File: src/rtl/ecd_pkg.sv
// Constants shared by the edge clock divider top and its divider core.
// How it works
// - Two independent dividers, one per side.
// - Output frequency is input divided by 2/4/8.
// - Divided phase fixed by moment of release.
// - Input selectable: PLL primary output or edge clock.
// - Divided output drives the primary clock network.
// - Reset clears input state, holds outputs low.
// - Outputs held until release; controller asserts release.
package ecd_pkg;

	// Depth of the pin synchroniser on each clock input.
	localparam int ECD_SYNC_W = 3;

	// Width of the APB address bus seen by the register file.
	localparam int ECD_ADDR_W = 12;

	// Register byte offsets.
	localparam logic [11:0] ECD_CTRL_OFS = 12'h000;
	localparam logic [11:0] ECD_STAT_OFS = 12'h004;

	// Bit positions of one side's control field inside the control word.
	localparam int ECD_RST_BIT   = 0;
	localparam int ECD_REL_BIT   = 1;
	localparam int ECD_RATIO_LSB = 2;
	localparam int ECD_SRC_BIT   = 4;

	// Base bit of each side's field in the control and status words.
	localparam int ECD_LEFT_BASE  = 0;
	localparam int ECD_RIGHT_BASE = 8;

	// Bit positions of one side's status field.
	localparam int ECD_RUN_BIT = 0;
	localparam int ECD_OUT_BIT = 1;

	// Control word after reset: both dividers held in reset, not released.
	localparam logic [31:0] ECD_CTRL_RST = 32'h0000_0101;

	// Ratio codes written by software.
	localparam logic [1:0] ECD_DIV2 = 2'h0;
	localparam logic [1:0] ECD_DIV4 = 2'h1;
	localparam logic [1:0] ECD_DIV8 = 2'h2;

	// Input rising edges per half period of the divided clock.
	localparam logic [2:0] ECD_HALF2 = 3'h1;
	localparam logic [2:0] ECD_HALF4 = 3'h2;
	localparam logic [2:0] ECD_HALF8 = 3'h4;

	// Source select values.
	localparam logic ECD_SRC_PLL  = 1'b0;
	localparam logic ECD_SRC_EDGE = 1'b1;

endpackage

File: src/rtl/ecd_divider.sv
// One divider core: input synchronisers, source select and divide counter.
`timescale 1ns/1ps
module ecd_divider
	import ecd_pkg::*;
(
	input  logic       clk,
	input  logic       rst_n,
	input  logic       div_rst,
	input  logic       release_req,
	input  logic [1:0] ratio,
	input  logic       src_sel,
	input  logic       pll_primary_out,
	input  logic       edge_clock_in,
	output logic       running,
	output logic       clk_div
);

	// All state of the core, registered as one word.
	typedef struct packed {
		logic [ECD_SYNC_W-1:0] pll_sync;  // Pin synchroniser, bit 0 first.
		logic [ECD_SYNC_W-1:0] edge_sync; // Pin synchroniser, bit 0 first.
		logic                  pll_lvl;   // Settled level of the PLL input.
		logic                  edge_lvl;  // Settled level of the edge input.
		logic [1:0]            fill;      // Stages refilled since a clear.
		logic                  running;   // Output follows the input.
		logic                  src;       // Source locked while running.
		logic [2:0]            half;      // Rises per half period, locked.
		logic [2:0]            cnt;       // Rises left before next toggle.
		logic                  out;       // Divided clock.
	} ecd_div_st_t;

	ecd_div_st_t st;      // Current state.
	ecd_div_st_t next_st; // Next state.
	logic        pll_rise;  // Settled rising edge of the PLL input.
	logic        edge_rise; // Settled rising edge of the edge clock.
	logic        rise;      // Rising edge of the selected input.

	// Map a ratio code to input rises per half period.
	function automatic logic [2:0] half_of(input logic [1:0] code);
		case (code)
			ECD_DIV2: half_of = ECD_HALF2;
			ECD_DIV4: half_of = ECD_HALF4;
			default:  half_of = ECD_HALF8;
		endcase
	endfunction

	// A change counts only once the second and third stages agree.
	assign pll_rise  = st.pll_sync[1] & st.pll_sync[2] & ~st.pll_lvl;
	assign edge_rise = st.edge_sync[1] & st.edge_sync[2] & ~st.edge_lvl;
	assign rise      = (st.src == ECD_SRC_EDGE) ? edge_rise : pll_rise;

	// Next-state logic of the core.
	always_comb begin
		next_st = st;
		next_st.pll_sync  = {st.pll_sync[1:0], pll_primary_out};
		next_st.edge_sync = {st.edge_sync[1:0], edge_clock_in};
		if (st.fill != 2'(ECD_SYNC_W)) begin
			// Stages still hold cleared zeros: the level is primed from
			// the pin samples, so a pin that is already high after a
			// clear is not taken for a rise and cannot cut a runt pulse.
			next_st.fill     = 2'(st.fill + 2'h1);
			next_st.pll_lvl  = st.pll_sync[1];
			next_st.edge_lvl = st.edge_sync[1];
		end else begin
			// Normal tracking once all stages carry pin samples.
			if (st.pll_sync[1] == st.pll_sync[2]) begin
				next_st.pll_lvl = st.pll_sync[2];
			end
			if (st.edge_sync[1] == st.edge_sync[2]) begin
				next_st.edge_lvl = st.edge_sync[2];
			end
		end
		if (div_rst) begin
			// Input side cleared and output forced low.
			next_st = '0;
		end else if (!st.running) begin
			// Configuration is taken while idle, so the phase is fixed
			// by the release alone and not by later register writes.
			next_st.half    = half_of(ratio);
			next_st.src     = src_sel;
			next_st.cnt     = 3'h0;
			next_st.out     = 1'b0;
			next_st.running = release_req;
		end else if (rise) begin
			// First rise after release toggles at once: the output rises
			// on an input rise and every later edge is a fixed count.
			if (st.cnt == 3'h0) begin
				next_st.out = ~st.out;
				next_st.cnt = 3'(st.half - 3'h1);
			end else begin
				next_st.cnt = 3'(st.cnt - 3'h1);
			end
		end
	end

	// State register with synchronous reset.
	always_ff @(posedge clk) begin
		if (!rst_n) begin
			st <= '0;
		end else begin
			st <= next_st;
		end
	end

	assign running = st.running;
	assign clk_div = st.out;

	// Helper: rises seen since the last toggle, for the period check.
	logic [2:0] chk_rises; // Rises since last toggle.
	logic       chk_seen;  // At least one toggle since release.
	always_ff @(posedge clk) begin
		if (!rst_n || div_rst || !st.running) begin
			chk_rises <= 3'h0;
			chk_seen  <= 1'b0;
		end else if (rise && st.cnt == 3'h0) begin
			chk_rises <= 3'h0;
			chk_seen  <= 1'b1;
		end else if (rise) begin
			chk_rises <= 3'(chk_rises + 3'h1);
		end
	end
endmodule // ecd_divider

File: src/rtl/ecd_top.sv
// Edge clock divider pair with an APB register file.
`timescale 1ns/1ps
module ecd_top
	import ecd_pkg::*;
(
	input  logic                  clk,
	input  logic                  rst_n,
	input  logic [ECD_ADDR_W-1:0] paddr,
	input  logic                  psel,
	input  logic                  penable,
	input  logic                  pwrite,
	input  logic [31:0]           pwdata,
	input  logic [3:0]            pstrb,
	output logic [31:0]           prdata,
	output logic                  pready,
	output logic                  pslverr,
	input  logic                  left_pll_primary_out,
	input  logic                  left_edge_clock_in,
	input  logic                  right_pll_primary_out,
	input  logic                  right_edge_clock_in,
	output logic                  left_clk_div,
	output logic                  right_clk_div
);

	// All state of the register file, registered as one word.
	typedef struct packed {
		logic [31:0] ctrl;    // Control word for both sides.
		logic        pready;  // Access completes on this cycle.
		logic [31:0] prdata;  // Read data, valid with pready.
		logic        pslverr; // Unmapped address flag, valid with pready.
	} ecd_top_st_t;

	ecd_top_st_t st;      // Current state.
	ecd_top_st_t next_st; // Next state.
	logic        left_run;  // Left divider released and running.
	logic        right_run; // Right divider released and running.
	logic [31:0] stat_word; // Live status word.
	logic        access;    // Access phase of a transfer.
	logic        hit_ctrl;  // Address names the control word.
	logic        hit_stat;  // Address names the status word.

	// True when an address names a given register word.
	function automatic logic reg_hit(input logic [ECD_ADDR_W-1:0] a,
			input logic [ECD_ADDR_W-1:0] ofs);
		reg_hit = (a[ECD_ADDR_W-1:2] == ofs[ECD_ADDR_W-1:2]);
	endfunction

	// Merge write data into a word under the byte strobes.
	function automatic logic [31:0] merge(input logic [31:0] old,
			input logic [31:0] wd, input logic [3:0] strb);
		logic [31:0] res;
		res = old;
		for (int i = 0; i < 4; i++) begin
			if (strb[i]) begin
				res[i*8 +: 8] = wd[i*8 +: 8];
			end
		end
		merge = res;
	endfunction

	assign access   = psel & penable;
	assign hit_ctrl = reg_hit(paddr, ECD_CTRL_OFS);
	assign hit_stat = reg_hit(paddr, ECD_STAT_OFS);

	// Status word: each side reports running and its divided level.
	always_comb begin
		stat_word = 32'h0000_0000;
		stat_word[ECD_LEFT_BASE + ECD_RUN_BIT]  = left_run;
		stat_word[ECD_LEFT_BASE + ECD_OUT_BIT]  = left_clk_div;
		stat_word[ECD_RIGHT_BASE + ECD_RUN_BIT] = right_run;
		stat_word[ECD_RIGHT_BASE + ECD_OUT_BIT] = right_clk_div;
	end

	// Bus sequencing. One wait state is inserted on every access so that
	// read data and the error flag come from flip-flops; the write lands
	// on the edge where the master samples pready high.
	always_comb begin
		next_st = st;
		next_st.pready  = 1'b0;
		next_st.pslverr = 1'b0;
		next_st.prdata  = 32'h0000_0000;
		if (access && !st.pready) begin
			// First access cycle: prepare the answer.
			next_st.pready = 1'b1;
			if (hit_ctrl) begin
				next_st.prdata = pwrite ? 32'h0000_0000 : st.ctrl;
			end else if (hit_stat) begin
				next_st.prdata = pwrite ? 32'h0000_0000 : stat_word;
			end else begin
				// Unmapped address answers with an error and zero data.
				next_st.pslverr = 1'b1;
			end
		end else if (access && st.pready) begin
			// Completing edge: only now does a write take effect.
			if (pwrite && hit_ctrl) begin
				next_st.ctrl = merge(st.ctrl, pwdata, pstrb);
			end
		end
	end

	// State register with synchronous reset.
	always_ff @(posedge clk) begin
		if (!rst_n) begin
			st.ctrl    <= ECD_CTRL_RST;
			st.pready  <= 1'b0;
			st.prdata  <= 32'h0000_0000;
			st.pslverr <= 1'b0;
		end else begin
			st <= next_st;
		end
	end

	assign pready  = st.pready;
	assign prdata  = st.prdata;
	assign pslverr = st.pslverr;

	// Left side divider, fully independent of the right one.
	ecd_divider u_left (
		.clk             (clk),
		.rst_n           (rst_n),
		.div_rst         (st.ctrl[ECD_LEFT_BASE + ECD_RST_BIT]),
		.release_req     (st.ctrl[ECD_LEFT_BASE + ECD_REL_BIT]),
		.ratio           (st.ctrl[ECD_LEFT_BASE + ECD_RATIO_LSB +: 2]),
		.src_sel         (st.ctrl[ECD_LEFT_BASE + ECD_SRC_BIT]),
		.pll_primary_out (left_pll_primary_out),
		.edge_clock_in   (left_edge_clock_in),
		.running         (left_run),
		.clk_div         (left_clk_div)
	);

	// Right side divider with its own controls, inputs and output.
	ecd_divider u_right (
		.clk             (clk),
		.rst_n           (rst_n),
		.div_rst         (st.ctrl[ECD_RIGHT_BASE + ECD_RST_BIT]),
		.release_req     (st.ctrl[ECD_RIGHT_BASE + ECD_REL_BIT]),
		.ratio           (st.ctrl[ECD_RIGHT_BASE + ECD_RATIO_LSB +: 2]),
		.src_sel         (st.ctrl[ECD_RIGHT_BASE + ECD_SRC_BIT]),
		.pll_primary_out (right_pll_primary_out),
		.edge_clock_in   (right_edge_clock_in),
		.running         (right_run),
		.clk_div         (right_clk_div)
	);
endmodule // ecd_top

File: config.mk
export PLATFORM = sky130hd
export DESIGN_NAME = ecd_top
export DESIGN_NICKNAME = d
export VERILOG_FILES = /design/src/rtl/ecd_pkg.sv /design/src/rtl/ecd_divider.sv /design/src/rtl/ecd_top.sv
export SDC_FILE = /design/constraint.sdc
export NUM_CORES = 1
export LEC_CHECK = 0
export BUFFER_PORTS_ARGS = -buffer_cell sky130_fd_sc_hd__buf_2
export CAP_MARGIN = 20
export CORE_AREA = 3 3 88 98
export CTS_CLUSTER_SIZE = 40
export DETAILED_ROUTE_END_ITERATION = 10
export DIE_AREA = 0 0 91 101
export GPL_ROUTABILITY_DRIVEN = 0
export PLACE_DENSITY = 0.88
export SKIP_LAST_GASP = 1
export SLEW_MARGIN = 20
export SYNTH_ARGS = -nofsm -noshare
export SYNTH_HDL_FRONTEND = slang
export SYNTH_SLANG_ARGS = --single-unit
File: constraint.sdc
create_clock -name clk -period 2.6 [get_ports clk]
set_clock_uncertainty 0.15 [all_clocks]
set_input_delay 0.52 -clock clk [delete_from_list [all_inputs] [get_ports clk]]
set_output_delay 0.52 -clock clk [all_outputs]
set_load 0.01 [all_outputs]
==> Word level (Yosys, flattened, before mapping) <==
Cells that the tools add are included.
{ "op_classes": {"add_sub_neg": 6, "eq_ne": 9, "n_mux": 21, "n_bitwise": 19, "reduce_logical": 25} }
{ "ops": {"columns": ["op", "count"], "rows": [
  ["two-way mux 32 bit", 2],
  ["two-way mux 34 bit", 1],
  ["two-way mux 10 bit", 2],
  ["AND reduction 4 bit", 4],
  ["one-hot mux 3 bit (2 select lines)", 2],
  ["subtractor 3 x 1 -> 3 bit (second input constant)", 4],
  ["== test 10 x 1 -> 1 bit (second input constant)", 1],
  ["zero test 10 bit", 1],
  ["two-way mux 5 bit", 2],
  ["inverter 1 bit", 10],
  ["bitwise AND 1 bit", 9],
  ["OR reduction 3 bit", 3],
  ["two-way mux 1 bit", 8],
  ["nonzero test 2 bit", 4],
  ["zero test 3 bit", 2],
  ["two-way mux 3 bit", 2],
  ["AND reduction 2 bit", 3],
  ["adder 2 x 1 -> 2 bit (second input constant)", 2],
  ["== test 1 bit", 4],
  ["== test 2 x 1 -> 1 bit (second input constant)", 2],
  ["zero test 2 bit", 2],
  ["two-way mux 2 bit", 2],
  ["!= test 2 bit (second input constant)", 2],
  ["OR reduction 2 bit", 2],
  ["other kinds (2)", 4]
]} }
{ "totals": {"reg_bits": 104, "inputBits": 57} }

==> Logic depth before layout (Yosys ltp) <==
{ "logic_depth": {"word_depth": 4, "depth_mapped": 7} }

==> Cells and area by module <==
From an unflattened synthesis, not the netlist that was laid out.
{ "unflattened": {"cells_unflattened": 436, "hier_area_um2": 4189.0} }
{ "modules_own_cells": {"columns": ["module", "instances", "cells_each", "area_each_um2", "seq_area_each_um2"], "rows": [
  ["ecd_top", 1, 270, 2539.9, 1321.3],
  ["ecd_divider", 2, 83, 824.5, 380.4]
]} }

==> Worst setup path after synthesis <==
OpenSTA, ideal clock, no wires.
{ "synth_timing": {"path_type": "input port to flip-flop", "from": "in paddr[9]", "to": "reg st[50] (netlist name)", "arrival_time_ns": 1.974, "t_required_ns": 2.378, "setup_slack_ns": 0.405, "path_stages": 5, "path_cell_list": "or4_4 nor4_4 o211a_1 buf_6 mux2i_1"} }
{ "synth_via": {"elab_chain_cells": 3} }
{ "synth_lines": {"columns": ["element", "line_no", "rtl"], "rows": [
  ["from (decl)", "ecd_top.sv:8", "input logic [ECD_ADDR_W-1:0] paddr,"],
  ["zero test 10 bit", "ecd_top.sv:45", "reg_hit = (a[ECD_ADDR_W-1:2] == ofs[ECD_ADDR_W-1:2]);"],
  ["logical AND 1 bit", "ecd_top.sv:95", "if (pwrite && hit_ctrl) begin"],
  ["AND reduction 4 bit (no line)", null, null],
  ["to (signal assigned)", "ecd_top.sv:109", "st <= next_st;"],
  ["to (decl)", "ecd_top.sv:33", "ecd_top_st_t st;"]
]} }
No other way between the ends.
A chain may end at the register's enable or synchronous reset.

==> Worst setup path in the final report <==
Ends and elaborated chain as after synthesis.

==> reports/results.ini <==
[finish]
multi_input_area_mm2=0.00166
fin_util_pct=59.2
final_common_cell=dfxtp_1
diodes=0
instances_no_fill=584
nets=536
drive_gt1_share_pct=26.1
regArea_mm2=0.00208
mostFrequentLayoutCells=dfxtp_1 (104), buf_2 (90), nand2_1 (63), mux2i_1 (50), and2_1 (40)
area_delta_synth_final_pct=13.8
fill_cells=701

[synthesis]
synth_nets=477
syn_inst=412
syn-mean-instance-area_um2=9.88
yosysTopAreaCellShare_pct=51.1
synth_seq_cells=104
synth_area_leaders=dfxtp_1 (51%), mux2i_1 (12%), and2_1 (6.1%)
ys_seq_area_share_pct=51.1
synth_flop_cell=dfxtp_1
yosys_warnings=0
post-synth-top-area-cell=dfxtp_1
synth_edf_count=0
ys_types=30
synthArstFlopShare_pct=0
synth.cell_area_mm2=0.00407

[worst_setup_path]
crit_slowest_cell=or4_4
worstPathCellList=buf_2 > or4_4 > nor4_4 > o211a_1 > buf_12 > mux2i_1
critPathMaxFanout=8
worstPathArrival_ns=2.20
crit_required_ns=2.73
cp_num_buf_inv=2
cpLargestDelayFamily=simple AND/OR/NAND/NOR gates
cp-start-kind=primary input
slowest_delay_ns=0.58
cp-end-kind=flop
criticalPathCategory=primary input to flop

[die]
initial_core_util_pct=52.0
die_w_um=91
row_count=34
ios=93
die_h_um=101
core_mm2=0.00783
die_area_mm2=0.00919

[power]
swShare_pct=19.8
switchingPower_uw=558
seqPwrFrac_pct=56.6
clock_power_share_pct=40.4
power.density_mw_per_mm2=607
combPwrFrac_pct=3.0
p_int_uw=2260
p_leak_uw=0.00217
peakVddDrop_uv=303

[job]
max_cap_violations=0

[placed_design]
hpwl_um=5550
placed_cells=568
port_buffers=90

[routing]
wl_um=7430
via_per_inst=4.76
wl_per_cell_um=12.7
first_pass_iters=4
drcViolationCount=0
num_vias=2781
drt_iter0_drc=118
postRouteAntennaNets=0

[sta]
grt_setup_unrepaired=false
min_period_over_period_pct=79.4
fin_hold_ws_ns=0.218
hold_viol_final=0
period_minus_slack_ns=2.06
max_slew_margin_pct=59.4
drv_slew=0
setup_viol=0
tns_ns=0
worst_pin_slew_ns=0.609
timing.fmax_mhz=485

[global_route]
grt_pass1_vias=2807
grt_pass1_wl_um=12600
grt_usage_pct=17.3
grt-ovfl-total=0
grt_max_degree=67
antenna_found_initial=0

[cts]
cts_setup_buffers=0
root_buffer=clkbuf_8
postCtsResizedCells=0
clock-sinks=104
clkLatencyLatePin_ns=0.35
path_clk_slew_ns=0.09
cts_tree=done
ctsHoldBuffers=0
cts.path.max_buffers=2
ctsHtreeMaxLevel=3
cts_buffers=9

[worst_hold_path]
hold_path_class=primary input to flop

[run_status]
outcome=finished clean

==> flip-flops by register name, summed over array words and instances (netlist names) <==
signal and cells:
u_right.st 17, pslverr 1, u_left.clk_div 1, u_right.clk_div 1, prdata 32, u_left.running 1, u_left.st 17, st 32
pready 1, u_right.running 1
==> worst register-to-register path, cell delays in order, from the launching register on <==
cell and delay (ns):
dfxtp_1 0.34, nand4b_1 0.26, or3_4 0.44, or3_1 0.39
nor2_1 0.14
==> layout make-up <==
type / instances / share of cell area (%)
tap: 108 / 2.92
clock inverter: 4 / 1.59
inverter: 1 / 0.0810
multi-input combinational: 258 / 35.8
clock buffer: 12 / 3.56
timing repair buffer: 97 / 11.1
sequential: 104 / 44.9
==> power groups by stage <==
stage	Combinational, uW	Clock (uW)	Sequential (uW)
final	83.9	1140	1590
after global routing	93.5	1250	1590
after CTS	85.1	1180	1590
after detailed placement	84.8	0	1630
after global placement	84.0	0	1630
after floorplan	34.2	0	1630
==> path summary, 6_finish.rpt <==
| kind | from | endpoint | slack (ns) | depth (start not counted) |
|---|---|---|---|---|
| setup / recovery | paddr[9] | st[50] | 0.54 | 6 |
| hold / removal | right_pll_primary_out | u_right.st[16] | 0.22 | 2 |
| setup reg to reg | pready | prdata[8] | 0.82 | 4 |
| hold reg to reg | u_right.st[16] | u_right.st[17] | 0.29 | 1 |
==> metal layers <==
| metal | track usage (%) | vias up | part of all wire [%] |
|---|---|---|---|
| met5 | 0 | - | 0 |
| met4 | 9.16 | 0 | 2.5 |
| met3 | 4.11 | 15 | 4.6 |
| met2 | 30.2 | 69 | 51 |
| met1 | 19.6 | 1267 | 42 |
| li1 | - | 1430 | - |
==> logic make-up after synthesis <==
| group | after synthesis | synth area share [%] |
|---|---|---|
| AOI/OAI and AO/OA | 21 | 3.20 |
| xor gates and xnor gates | 4 | 0.860 |
| adders and majority gates | 8 | 2.46 |
| buffers and inverters | 50 | 8.11 |
| DFF | 104 | 51.1 |
| muxes | 50 | 12.3 |
| and+or+nand+nor | 175 | 21.9 |
==> through the flow <==
| stage | setup WS [ns] | cell area, um^2 | power, uW |
|---|---|---|---|
| after floorplan | 0.405 | 4070 | 1670 |
| after global placement | 0.185 | 4400 | 1710 |
| after detailed placement | 0.139 | 4400 | 1720 |
| after CTS | 0.530 | 4630 | 2850 |
| after global routing | 0.530 | 4630 | 2930 |
| final | 0.537 | 4630 | 2820 |
==> synth_stat cells, types with 5 or more instances <==
cell	n
clkbuf_1	14
and2_1	40
nand2_1	63
nor3b_1	6
nor2_1	37
nor3_1	5
mux2i_1	50
a21oi_1	8
ha_1	8
a211oi_1	6
dfxtp_1	104
buf_4	32
No activity file was read; power rests on OpenSTA's default activity.
